<file path="src/hdl/eps_pkg.sv">
// Constants shared by the energy pulse stepper driver and its checker
package eps_pkg;

  // ****************************************************************
  // Clock and pulse timing
  // ****************************************************************
  localparam int unsigned CLK_MHZ        = 100;
  localparam int unsigned SHORT_PULSE_US = 31250;
  localparam int unsigned LONG_PULSE_US  = 156250;
  localparam int unsigned SHORT_PULSE_CYC = SHORT_PULSE_US * CLK_MHZ;
  localparam int unsigned LONG_PULSE_CYC  = LONG_PULSE_US * CLK_MHZ;
  localparam int unsigned CNT_W_DEF       = 24;

  // ****************************************************************
  // Output pin modes
  // ****************************************************************
  localparam logic [1:0] MODE_DIRECT = 2'h2;
  localparam logic [1:0] MODE_FIXED  = 2'h3;

  // ****************************************************************
  // Pulse dividers
  // ****************************************************************
  localparam int unsigned DIV_W = 12;
  localparam logic [11:0] DIV_64   = 12'h040;
  localparam logic [11:0] DIV_128  = 12'h080;
  localparam logic [11:0] DIV_32   = 12'h020;
  localparam logic [11:0] DIV_256  = 12'h100;
  localparam logic [11:0] DIV_640  = 12'h280;
  localparam logic [11:0] DIV_1280 = 12'h500;
  localparam logic [11:0] DIV_320  = 12'h140;
  localparam logic [11:0] DIV_2560 = 12'hA00;

  // ****************************************************************
  // Register map
  // ****************************************************************
  localparam int unsigned ADDR_W = 3;
  localparam int unsigned DATA_W = 8;
  localparam logic [2:0] REG_CFG     = 3'h0;
  localparam logic [2:0] REG_STATUS  = 3'h1;
  localparam logic [2:0] REG_STEP_LO = 3'h2;
  localparam logic [2:0] REG_STEP_HI = 3'h3;
  localparam logic [7:0] CFG_RESET   = 8'h00;

  // Configuration fields
  localparam int unsigned CFG_MODE_LSB = 0;
  localparam int unsigned CFG_RATE_LSB = 2;
  localparam int unsigned CFG_LONG_BIT = 4;

  // Status fields
  localparam int unsigned ST_LED     = 0;
  localparam int unsigned ST_POS     = 1;
  localparam int unsigned ST_NEG     = 2;
  localparam int unsigned ST_PH_A    = 3;
  localparam int unsigned ST_PH_B    = 4;
  localparam int unsigned ST_MOT_BSY = 5;
  localparam int unsigned ST_LED_BSY = 6;
  localparam int unsigned ST_NOLOAD  = 7;

endpackage : eps_pkg

</file>
<file path="src/hdl/eps_driver.sv">
// Standalone energy pulse output and stepper motor drive
`timescale 1ns/1ns

// Behaviour
// - CALIB_PULSE_PIN carries energy pulses in modes 2, 3
// - Mode 2: CALIB_PULSE_PIN follows energy pulse directly
// - Mode 2 pulse keeps source 50 percent duty
// - Mode 3 CALIB_PULSE_PIN pulses are 31.25 ms wide
// - Modes 2, 3 drive both motor pins
// - Motor path: divider, one-shot, phase decoder
// - Motor pulse 31.25 or 156.25 ms
// - Motor divider from long and rate selects
// - Motor pulses alternate between phase A, B
// - Negative power inverts both motor pins
// - No load holds both motor pins low
// - No load: mode 2 CALIB_PULSE_PIN runs, mode 3 stops
module eps_driver #(
  parameter int unsigned CNT_W          = eps_pkg::CNT_W_DEF,
  parameter int unsigned SHORT_PULSE_CYC = eps_pkg::SHORT_PULSE_CYC,
  parameter int unsigned LONG_PULSE_CYC  = eps_pkg::LONG_PULSE_CYC
) (
  input  wire logic                       CLK,
  input  wire logic                       RST,
  input  wire logic                       CE,
  input  wire logic                       ACTIVE_ENERGY_PULSE,
  input  wire logic                       POWER_NEGATIVE,
  input  wire logic                       NO_LOAD_FLAG,
  input  wire logic [eps_pkg::ADDR_W-1:0] ADDR,
  input  wire logic [eps_pkg::DATA_W-1:0] WDATA,
  input  wire logic                       WR,
  input  wire logic                       RD,
  output logic      [eps_pkg::DATA_W-1:0] RDATA,
  output logic                            CALIB_PULSE_PIN,
  output logic                            MOTOR_OUT_POS,
  output logic                            MOTOR_OUT_NEG
);

  // ****************************************************************
  // Elaboration checks
  // ****************************************************************
  if (CNT_W < 2 || CNT_W > 31) begin : g_chk_w
    $error("eps_driver: CNT_W out of range");
  end
  if (SHORT_PULSE_CYC < 1 || SHORT_PULSE_CYC >= (1 << CNT_W)) begin : g_chk_s
    $error("eps_driver: SHORT_PULSE_CYC does not fit");
  end
  if (LONG_PULSE_CYC < 1 || LONG_PULSE_CYC >= (1 << CNT_W)) begin : g_chk_l
    $error("eps_driver: LONG_PULSE_CYC does not fit");
  end

  localparam int unsigned DW = eps_pkg::DIV_W;

  // ****************************************************************
  // Divider decode
  // ****************************************************************
  function automatic logic [DW-1:0] eps_div(
    input logic       long_sel,
    input logic [1:0] rate_sel
  );
    logic [DW-1:0] d;
    d = eps_pkg::DIV_64;
    case ({long_sel, rate_sel})
      3'h0:    d = eps_pkg::DIV_64;
      3'h1:    d = eps_pkg::DIV_128;
      3'h2:    d = eps_pkg::DIV_32;
      3'h3:    d = eps_pkg::DIV_256;
      3'h4:    d = eps_pkg::DIV_640;
      3'h5:    d = eps_pkg::DIV_1280;
      3'h6:    d = eps_pkg::DIV_320;
      3'h7:    d = eps_pkg::DIV_2560;
      default: d = eps_pkg::DIV_64;
    endcase
    return d;
  endfunction : eps_div

  // ****************************************************************
  // Configuration register
  // ****************************************************************
  logic [7:0] cfg_q;
  logic [1:0] output_pin_mode_sel;
  logic [1:0] pulse_rate_sel;
  logic       long_pulse_sel;

  always_ff @(posedge CLK) begin
    if (RST) begin
      cfg_q <= eps_pkg::CFG_RESET;
    end else if (CE) begin
      if (WR && ADDR == eps_pkg::REG_CFG) begin
        cfg_q <= WDATA;
      end
    end
  end

  assign output_pin_mode_sel = cfg_q[eps_pkg::CFG_MODE_LSB +: 2];
  assign pulse_rate_sel      = cfg_q[eps_pkg::CFG_RATE_LSB +: 2];
  assign long_pulse_sel      = cfg_q[eps_pkg::CFG_LONG_BIT];

  logic mode_direct;
  logic mode_fixed;
  logic standalone;

  assign mode_direct = (output_pin_mode_sel == eps_pkg::MODE_DIRECT);
  assign mode_fixed  = (output_pin_mode_sel == eps_pkg::MODE_FIXED);
  assign standalone  = mode_direct | mode_fixed;

  // ****************************************************************
  // Energy pulse edge detect
  // ****************************************************************
  // Source comes from the energy accumulator on this clock, no sync
  // Edge register resets to the idle level, so no false edge follows
  logic aw_q;
  logic aw_rise;

  always_ff @(posedge CLK) begin
    if (RST) begin
      aw_q <= 1'b0;
    end else if (CE) begin
      aw_q <= ACTIVE_ENERGY_PULSE;
    end
  end

  assign aw_rise = ACTIVE_ENERGY_PULSE & ~aw_q;

  // ****************************************************************
  // Rate dividers: index 0 feeds the CALIB_PULSE_PIN, index 1 the motor
  // ****************************************************************
  logic [DW-1:0] div_ratio [2];
  logic          div_run   [2];
  logic          div_tick  [2];

  assign div_ratio[0] = eps_div(1'b0, pulse_rate_sel);
  assign div_ratio[1] = eps_div(long_pulse_sel, pulse_rate_sel);
  // No load stops the divided pulses in both paths
  assign div_run[0]   = mode_fixed & ~NO_LOAD_FLAG;
  assign div_run[1]   = standalone & ~NO_LOAD_FLAG;

  for (genvar i = 0; i < 2; i++) begin : g_div
    logic [DW-1:0] cnt_q;
    logic          last;

    assign last        = (cnt_q >= div_ratio[i] - {{(DW-1){1'b0}}, 1'b1});
    assign div_tick[i] = div_run[i] & aw_rise & last;

    // Count held, not cleared, during no load so no energy is lost
    always_ff @(posedge CLK) begin
      if (RST) begin
        cnt_q <= '0;
      end else if (CE) begin
        if (!standalone) begin
          cnt_q <= '0;
        end else if (div_run[i] && aw_rise) begin
          cnt_q <= last ? '0 : cnt_q + {{(DW-1){1'b0}}, 1'b1};
        end
      end
    end
  end

  // ****************************************************************
  // One-shots
  // ****************************************************************
  // Long select widens only the motor pulse; the pin width stays short
  localparam logic [CNT_W-1:0] SHORT_LEN = CNT_W'(SHORT_PULSE_CYC);
  localparam logic [CNT_W-1:0] LONG_LEN  = CNT_W'(LONG_PULSE_CYC);

  logic             led_os_clr;
  logic             led_os_pulse;
  logic             mot_os_clr;
  logic             mot_os_fire;
  logic             mot_os_pulse;
  logic [CNT_W-1:0] mot_len;

  assign led_os_clr = ~mode_fixed | NO_LOAD_FLAG;
  assign mot_os_clr = ~standalone | NO_LOAD_FLAG;
  assign mot_len    = long_pulse_sel ? LONG_LEN : SHORT_LEN;

  eps_oneshot #(
    .CNT_W (CNT_W)
  ) u_led_os (
    .clk   (CLK),
    .rst   (RST),
    .ce    (CE),
    .clr   (led_os_clr),
    .trig  (div_tick[0]),
    .len   (SHORT_LEN),
    .fire  (),
    .pulse (led_os_pulse)
  );

  eps_oneshot #(
    .CNT_W (CNT_W)
  ) u_mot_os (
    .clk   (CLK),
    .rst   (RST),
    .ce    (CE),
    .clr   (mot_os_clr),
    .trig  (div_tick[1]),
    .len   (mot_len),
    .fire  (mot_os_fire),
    .pulse (mot_os_pulse)
  );

  // ****************************************************************
  // Phase decoder
  // ****************************************************************
  // Phase is latched at pulse start so a pulse never swaps phase
  // Leaving the standalone modes restarts the sequence on phase A
  logic phase_next_q;
  logic phase_sel_q;
  logic phase_a;
  logic phase_b;

  always_ff @(posedge CLK) begin
    if (RST) begin
      phase_next_q <= 1'b0;
      phase_sel_q  <= 1'b0;
    end else if (CE) begin
      if (!standalone) begin
        phase_next_q <= 1'b0;
        phase_sel_q  <= 1'b0;
      end else if (mot_os_fire) begin
        phase_sel_q  <= phase_next_q;
        phase_next_q <= ~phase_next_q;
      end
    end
  end

  assign phase_a = mot_os_pulse & ~phase_sel_q;
  assign phase_b = mot_os_pulse & phase_sel_q;

  // ****************************************************************
  // Pin drivers
  // ****************************************************************
  logic calib_q;
  logic calib_d;
  logic pos_q;
  logic pos_d;
  logic neg_q;
  logic neg_d;

  always_comb begin
    calib_d = 1'b0;
    if (mode_direct) begin
      // Direct follow keeps the source waveform and its duty
      calib_d = ACTIVE_ENERGY_PULSE;
    end else if (mode_fixed) begin
      calib_d = led_os_pulse;
    end
  end

  always_comb begin
    pos_d = 1'b0;
    neg_d = 1'b0;
    // With load, sign flips the idle level too, so a stopped motor sits high
    if (standalone && !NO_LOAD_FLAG) begin
      pos_d = phase_a ^ POWER_NEGATIVE;
      neg_d = phase_b ^ POWER_NEGATIVE;
    end
  end

  always_ff @(posedge CLK) begin
    if (RST) begin
      calib_q <= 1'b0;
    end else if (CE) begin
      calib_q <= calib_d;
    end
  end

  always_ff @(posedge CLK) begin
    if (RST) begin
      pos_q <= 1'b0;
      neg_q <= 1'b0;
    end else if (CE) begin
      pos_q <= pos_d;
      neg_q <= neg_d;
    end
  end

  assign CALIB_PULSE_PIN = calib_q;
  assign MOTOR_OUT_POS   = pos_q;
  assign MOTOR_OUT_NEG   = neg_q;

  // ****************************************************************
  // Motor step counter
  // ****************************************************************
  // A step landing on the clear cycle still counts
  logic [15:0] step_q;
  logic        step_clr;

  assign step_clr = WR && (ADDR == eps_pkg::REG_STEP_LO);

  always_ff @(posedge CLK) begin
    if (RST) begin
      step_q <= 16'h0000;
    end else if (CE) begin
      if (mot_os_fire) begin
        step_q <= step_clr ? 16'h0001 : step_q + 16'h0001;
      end else if (step_clr) begin
        step_q <= 16'h0000;
      end
    end
  end

  // ****************************************************************
  // Register read port
  // ****************************************************************
  // Unmapped offsets read as zero; writes to them are dropped
  logic [7:0] status;
  logic [7:0] rdata_q;

  always_comb begin
    status                       = 8'h00;
    status[eps_pkg::ST_LED]      = calib_q;
    status[eps_pkg::ST_POS]      = pos_q;
    status[eps_pkg::ST_NEG]      = neg_q;
    status[eps_pkg::ST_PH_A]     = phase_a;
    status[eps_pkg::ST_PH_B]     = phase_b;
    status[eps_pkg::ST_MOT_BSY]  = mot_os_pulse;
    status[eps_pkg::ST_LED_BSY]  = led_os_pulse;
    status[eps_pkg::ST_NOLOAD]   = NO_LOAD_FLAG;
  end

  // Data valid only in the cycle after the read strobe
  always_ff @(posedge CLK) begin
    if (RST) begin
      rdata_q <= 8'h00;
    end else if (CE) begin
      rdata_q <= 8'h00;
      if (RD) begin
        case (ADDR)
          eps_pkg::REG_CFG:     rdata_q <= cfg_q;
          eps_pkg::REG_STATUS:  rdata_q <= status;
          eps_pkg::REG_STEP_LO: rdata_q <= step_q[7:0];
          eps_pkg::REG_STEP_HI: rdata_q <= step_q[15:8];
          default:              rdata_q <= 8'h00;
        endcase
      end
    end
  end

  assign RDATA = rdata_q;

endmodule : eps_driver

</file>
<file path="src/hdl/eps_oneshot.sv">
// Retriggerless one-shot producing fixed-width pulses
`timescale 1ns/1ns

module eps_oneshot #(
  parameter int unsigned CNT_W = 24
) (
  input  wire logic             clk,
  input  wire logic             rst,
  input  wire logic             ce,
  input  wire logic             clr,
  input  wire logic             trig,
  input  wire logic [CNT_W-1:0] len,
  output logic                  fire,
  output logic                  pulse
);

  if (CNT_W < 2) begin : g_chk_w
    $error("eps_oneshot: CNT_W too small");
  end

  typedef enum logic [0:0] {
    EPS_OS_IDLE   = 1'b0,
    EPS_OS_ACTIVE = 1'b1
  } eps_os_state_e;

  eps_os_state_e    state_q;
  eps_os_state_e    state_d;
  logic [CNT_W-1:0] cnt_q;
  logic [CNT_W-1:0] cnt_d;

  // ****************************************************************
  // Start and countdown
  // ****************************************************************
  // Triggers during an active pulse are dropped, never extend it
  assign fire = trig & ~clr & (state_q == EPS_OS_IDLE);

  always_comb begin
    state_d = state_q;
    cnt_d   = cnt_q;
    case (state_q)
      EPS_OS_IDLE: begin
        if (fire) begin
          state_d = EPS_OS_ACTIVE;
          cnt_d   = len - {{(CNT_W-1){1'b0}}, 1'b1};
        end
      end
      EPS_OS_ACTIVE: begin
        if (cnt_q == '0) begin
          state_d = EPS_OS_IDLE;
        end else begin
          cnt_d = cnt_q - {{(CNT_W-1){1'b0}}, 1'b1};
        end
      end
      default: begin
        state_d = EPS_OS_IDLE;
      end
    endcase
    if (clr) begin
      state_d = EPS_OS_IDLE;
      cnt_d   = '0;
    end
  end

  always_ff @(posedge clk) begin
    if (rst) begin
      state_q <= EPS_OS_IDLE;
      cnt_q   <= '0;
    end else if (ce) begin
      state_q <= state_d;
      cnt_q   <= cnt_d;
    end
  end

  assign pulse = (state_q == EPS_OS_ACTIVE);

endmodule : eps_oneshot

</file>
<file path="config.mk">
export PLATFORM = sky130hd
export DESIGN_NAME = eps_driver
export DESIGN_NICKNAME = d
export VERILOG_FILES = /design/src/hdl/eps_pkg.sv /design/src/hdl/eps_driver.sv /design/src/hdl/eps_oneshot.sv
export SDC_FILE = /design/constraint.sdc
export NUM_CORES = 1
export LEC_CHECK = 0
export BUFFER_PORTS_ARGS = -buffer_cell sky130_fd_sc_hd__clkbuf_2
export CORE_AREA = 2 2 124 126
export DETAILED_ROUTE_END_ITERATION = 10
export DIE_AREA = 0 0 126 128
export PLACE_DENSITY_LB_ADDON = 0.15
export REMOVE_ABC_BUFFERS = 1
export SKIP_CTS_REPAIR_TIMING = 1
export SYNTH_ARGS = -nofsm -noshare
export SYNTH_HDL_FRONTEND = slang
export SYNTH_SLANG_ARGS = --single-unit
</file>
<file path="constraint.sdc">
create_clock -name CLK -period 5.6 [get_ports CLK]
set_clock_uncertainty 0.15 [all_clocks]
set_input_delay 0.56 -clock CLK [delete_from_list [all_inputs] [get_ports CLK]]
set_output_delay 0.56 -clock CLK [all_outputs]
set_load 0.05 [all_outputs]
</file>
Yosys cells after proc, flatten, opt, wreduce, memory -nomap -nowiden:

Memories as Yosys holds them, arrays and structs flattened. A register that Yosys moved wholly into a read port is not among the register bits.
Cells that the tools add are included.

* register bits: 112
* bits in read-only memories: 56
* bits of input ports: 19
* output and inout bits: 11
* memories: 1

* add/subtract/negate cells: 8
* magnitude comparators: 2
* equality and inequality tests: 15
* mux-type cells: 39
* bitwise operators: 28
* reduce and logical (&&, ||, !) cells: 18

Memory list
* (no name shown): words 8, bits a word 7, read ports 1, clocked after memory_dff 1, write ports 0, RTL line eps_driver.sv:62 `case ({long_sel, rate_sel})`

Operators with widths (count)
* 24-bit 2-to-1 mux: 7
* 24-bit case mux with 2 select lines: 2
* 12-bit 2-to-1 mux: 6
* 24-bit by 1-bit subtractor with 24-bit output, second input constant: 3
* 24-bit zero test: 2
* 16-bit 2-to-1 mux: 3
* 12-bit case mux with 4 select lines: 1
* 8-bit case mux with 4 select lines: 1
* 12-bit by 1-bit adder with 12-bit output, second input constant: 2
* 12-bit greater-or-equal comparator: 2
* 12-bit by 1-bit subtractor with 12-bit output, second input constant: 2
* 16-bit by 1-bit adder with 16-bit output, second input constant: 1
* 1-bit 2-to-1 mux: 14
* 1-bit bitwise AND: 13
* 1-bit NOT: 10
* 2-bit AND reduction: 5
* 3-bit by 2-bit inequality test with 1-bit output, second input constant: 3
* 2-bit == test, second input constant: 4
* 8-bit 2-to-1 mux: 1
* 3-bit by 2-bit == test with 1-bit output, second input constant: 2
* 3-bit 2-to-1 mux: 2
* 2-bit by 1-bit inequality test with 1-bit output, second input constant: 3
* 3-bit AND reduction: 2
* 1-bit logical AND: 5
* other kinds (10): 14

Logic depth before layout (Yosys ltp):

* word-level depth: 10
* depth in mapped cells: 14
* gate-level depth less buffers: 12

Cells and area by module:

From an unflattened synthesis, not the netlist that was laid out.

* cell total of the unflattened synthesis: 886
* area, all modules: 7708.6 µm²

By module, submodules not included
* eps_oneshot: instances 2, cells an instance 239, area each 1979.4 µm²
* eps_driver: instances 1, cells an instance 408, area each 3749.8 µm²

Worst setup path after synthesis:

OpenSTA, ideal clock, no wires.

* kind: reg-to-reg
* start: register div_ratio[5] (netlist name)
* end: register step_q[12]
* setup time: 0.123 ns
* arrival time: 2.557 ns
* slack: 2.770 ns
* cell stages (with the launch flop): 12
* buffers on the path: 1
* period minus slack after synthesis: 2.830 ns
* cells stage by stage: dfxtp_1 > nor3_1 > nor3b_1 > xnor2_1 > ha_1 > nand4_1 > nor2_1 > a211oi_1 > clkbuf_1 > nor3_2 > nand4_1 > mux2_1

* word-level cells in the longest chain between the ends: 7
* elaborated cells between the ends (all ways): 8

Ends and longest elaborated chain
* 12-bit by 1-bit subtractor with 12-bit output *: RTL line eps_driver.sv:141 `assign last = (cnt_q >= div_ratio[i] - {{(DW-1){1'b0}}, 1'b1});`
* 12-bit greater-or-equal comparator *: RTL line eps_driver.sv:141
* 1-bit bitwise AND *: RTL line eps_driver.sv:142 `assign div_tick[i] = div_run[i] & aw_rise & last;`
* 1-bit bitwise AND * (2 in a row): RTL line eps_oneshot.sv:35 `assign fire = trig & ~clr & (state_q == EPS_OS_IDLE);`
* 2-bit nonzero test (no line)
* 2-bit AND reduction (no line)
* to (signal assigned): RTL line eps_driver.sv:296 `step_q <= step_clr ? 16'h0001 : step_q + 16'h0001;`
* to (decl): RTL line eps_driver.sv:286 `logic [15:0] step_q;`

Every way passes the cells marked *; elsewhere a longest branch is shown, timed or not.
A chain may end at the register's enable or synchronous reset.

Worst setup path in the final report:

* start: register div_ratio[5] (netlist name)
* end: register u_mot_os.cnt_q[18]

* word-level cells in the longest chain between the ends: 7

Ends and longest elaborated chain
* 12-bit by 1-bit subtractor with 12-bit output: RTL line eps_driver.sv:141
* 12-bit greater-or-equal comparator: RTL line eps_driver.sv:141
* 1-bit bitwise AND: RTL line eps_driver.sv:142
* 1-bit bitwise AND (2 in a row): RTL line eps_oneshot.sv:35
* 3-bit by 2-bit inequality test with 1-bit output (no line)
* 3-bit AND reduction (no line)
* to (signal assigned): RTL line eps_oneshot.sv:70 `cnt_q <= cnt_d;`
* to (decl): RTL line eps_oneshot.sv:28 `logic [CNT_W-1:0] cnt_q;`

Every way passes these cells.

==> qor.txt <==
HPWL after DPL -> 11900 um
Initial drt markers -> 517
Pre-Repair DR Iteration Count -> 5
Floorplan core area -> 0.0149 mm^2
Avg Cell Area, Syn -> 8.50 um^2
# DRC -> 0
CP startpoint -> div_ratio[5]$_SDFF_PP0_
Max Freq -> 307 MHz
Post-synth EDFFs -> 0
Final hold vios -> 0
Asr flop ratio synth -> 0
Fill cells -> 1444
Setup TNS -> 0 ns
Synth Instances -> 771
Total track usage -> 0.216
Top FF cell, synth -> dfxtp_1
Worst Setup End Kind -> register
Clock H-tree levels -> 4
GPL Wtd Cong -> 0.853
Slowest CP cell -> o21ai_1
Die width -> 126 um
Vias -> 5882
Worst EP required -> 5.75 ns
Post-route ant nets -> 0
Leakage -> 2.93 nW
Root buf cell -> clkbuf_16
Share of cells above drive strength 1 -> 0.121
Height of the die -> 128 um
Startpoint Class -> register
Post-route design area -> 0.00744 mm^2
Total gr overflow -> 0
Final Setup Violations -> 0
Worst-path clk slew -> 0.05 ns
Power Density -> 289 mW/mm^2
Synthesis-stage register bit count -> 119
Initial antenna violation count -> 0
Final nets -> 821
Peak VDD IR -> 194 uV
Area leader, netlist -> dfxtp_1
RSZ-0062 raised after global routing -> false
Placed Area -> 0.00679 mm^2
Num CTS Buffers -> 17
Min Tclk post-route -> 3.26 ns
Largest cells by area after synthesis -> dfxtp_1, nor2_1, ha_1, nand2_1, mux4_2
Vias in the first global route -> 5668
Skew-Pair Late Insertion Delay -> 0.41 ns
Fin crit share -> 0.582
Port Buf Inserts -> 29
MaxCap Viol Count -> 0
WL/cell -> 17.4 um
Yosys warns -> 0
Mapped cell area -> 0.00656 mm^2
Max Slew Vio Count -> 0
Final WL -> 17100 um
First-pass GRT wire length -> 28400 um
Share of the synthesized area in the top cell type -> 0.363
Largest net degree at the start of global routing -> 43
Critical-path cell list -> nor3_1 > nor3b_1 > xnor2_1 > ha_1 > nand4_1 > nor2_1 > a211oi_1 > buf_4 > o21ai_1 > nand4_1 > a32o_1
Worst-margin pin slew -> 1.05 ns
Clock Path Buffers -> 2
Reg2Reg Depth -> 11
Full die area -> 0.0161 mm^2
Critical Path Max Stage Delay -> 0.69 ns
Clock sinks -> 119
# diodes -> 0
R2R Setup Slk -> 2.34 ns
Distinct cells, synth -> 74
Normalized max-slew margin -> 0.294
Io pins -> 30
RR Startpoint -> div_ratio[5]$_SDFF_PP0_
Worst Setup Path Type -> register to register
Critical path fanouts, max -> 12
Seq/Total Area, Yosys -> 0.363
Most frequent CP cell -> nand4_1
CTS tree -> done
Via density -> 5.99
Worst Path Arrival -> 3.41 ns
Status -> finished, final reports clean
Worst hold path class -> primary input to register
Initial core utilization -> 0.441
FF-to-FF End -> u_mot_os.cnt_q[18]$_SDFFE_PP0P_
End of the critical path -> u_mot_os.cnt_q[18]$_SDFFE_PP0P_
P&R area growth vs syn -> 13.5%
# rows -> 45
-- worst max-delay path, delay by kind of cell, from the launching register on --
family	cells	cell delay (ns)
buffers and inverters	1	0.19
adders and majority gates	1	0.29
AOI/OAI and AO/OA	3	1.09
xor gates and xnor gates	1	0.10
DFF	1	0.33
and+or+nand+nor	5	0.99
-- layer usage --
metal  GRT usage  wire length [um]  vias to the layer above
met1       0.286              8130                     2820
met2       0.349              7880                      137
met5           0                 0                        -
li1            -                 -                     2904
met4      0.0692               210                        0
met3      0.0509               865                       21
-- stage by stage --
stage | hold slack, ns | instances | setup slack (ns) | util | power (mW)
floorplan | 0.267 | 729 | 2.49 | - | 0.911
CTS | 0.223 | 982 | 2.34 | 0.501 | 2.17
global placement | 0.280 | 951 | 2.34 | 0.457 | 0.944
global route | 0.238 | 982 | 2.07 | 0.501 | 2.21
detailed placement | 0.281 | 951 | 2.34 | 0.457 | 0.946
finish | 0.235 | 982 | 2.34 | 0.501 | 2.15
-- cell usage in the layout, fill, tap and decap left out, types with 5 or more instances in the layout --
cell       count
a211o_1        7
a21o_1        10
a21oi_1       30
a22o_1        17
a22oi_1       11
a31oi_1       11
and2_1         7
and3_1        13
buf_4          5
bufinv_16      6
clkbuf_16     17
clkbuf_2      29
dfxtp_1      119
ha_1          20
inv_1         21
mux2i_1       10
mux4_2         8
nand2_1       65
nand2b_1       6
nand3_1       21
nand4_1       19
nor2_1        85
nor3_1        33
nor3b_1        7
nor4_1        17
o211ai_1       8
o21ai_0       29
o21ai_1        9
o22ai_1        6
o31ai_1       19
or2_2          5
or3_1         15
xnor2_1       15
xor2_1        15
-- kinds of logic after synthesis --
family,synth area share
AOI/OAI and AO/OA,0.216
xor gates and xnor gates,0.0401
adders and majority gates,0.0382
buffers and inverters,0.0401
DFF,0.363
muxes,0.0513
and+or+nand+nor,0.251
-- state kept, by name, indices dropped and copies added, names as in the netlist, 7 cells and up --
register / count
g_div.cnt_q: 24
u_led_os.cnt_q: 24
u_mot_os.cnt_q: 24
step_q: 16
RDATA: 8
cfg_q: 8
div_ratio: 7
-- cell usage after synthesis (11+ instances only) --
cell and instances:
a31oi_1 11, ha_1 20, nor2_1 85, a22oi_1 11
and3_1 13, o31ai_1 19, or3_1 15, o21ai_0 29
xor2_1 15, dfxtp_1 119, a21oi_1 30, nand4_1 19
nand3_1 21, a22o_1 17, inv_1 21, nand2_1 65
nor4_1 17, clkbuf_1 27, nor3_1 33, xnor2_1 15
-- report_power, final --
group	internal [mW]	switching (mW)	leakage, nW
sequential	0.850	0.00324	0.959
combinational	0.0246	0.0505	1.66
clock	0.842	0.381	0.314
total	1.72	0.435	2.93
-- final cells by class --
cell class	instances	area [um^2]	share of cell area
inverter	21	78.8	0.0106
sequential	119	2380	0.320
timing repair buffer	34	183	0.0246
clock buffer	22	454	0.0610
multi-input combinational	589	3910	0.525
clock inverter	9	198	0.0266
tap	188	235	0.0316
-- worst min path at each step --
| stage | end | slack [ns] | from | depth (start not counted) |
|---|---|---|---|---|
| final | cfg_q[1]$_SDFFE_PP0P_ | 0.23 | WDATA[1] | 3 |
| after global routing | cfg_q[1]$_SDFFE_PP0P_ | 0.24 | WDATA[1] | 3 |
| after CTS | cfg_q[1]$_SDFFE_PP0P_ | 0.22 | WDATA[1] | 3 |
| after detailed placement | g_div[0].cnt_q[9]$_SDFFE_PP0P_ | 0.28 | g_div[0].cnt_q[9]$_SDFFE_PP0P_ | 2 |
| after global placement | g_div[0].cnt_q[9]$_SDFFE_PP0P_ | 0.28 | g_div[0].cnt_q[9]$_SDFFE_PP0P_ | 2 |
| after floorplan | g_div[0].cnt_q[9]$_SDFFE_PP0P_ | 0.27 | g_div[0].cnt_q[9]$_SDFFE_PP0P_ | 2 |
Power figures use the tool's default switching activity.
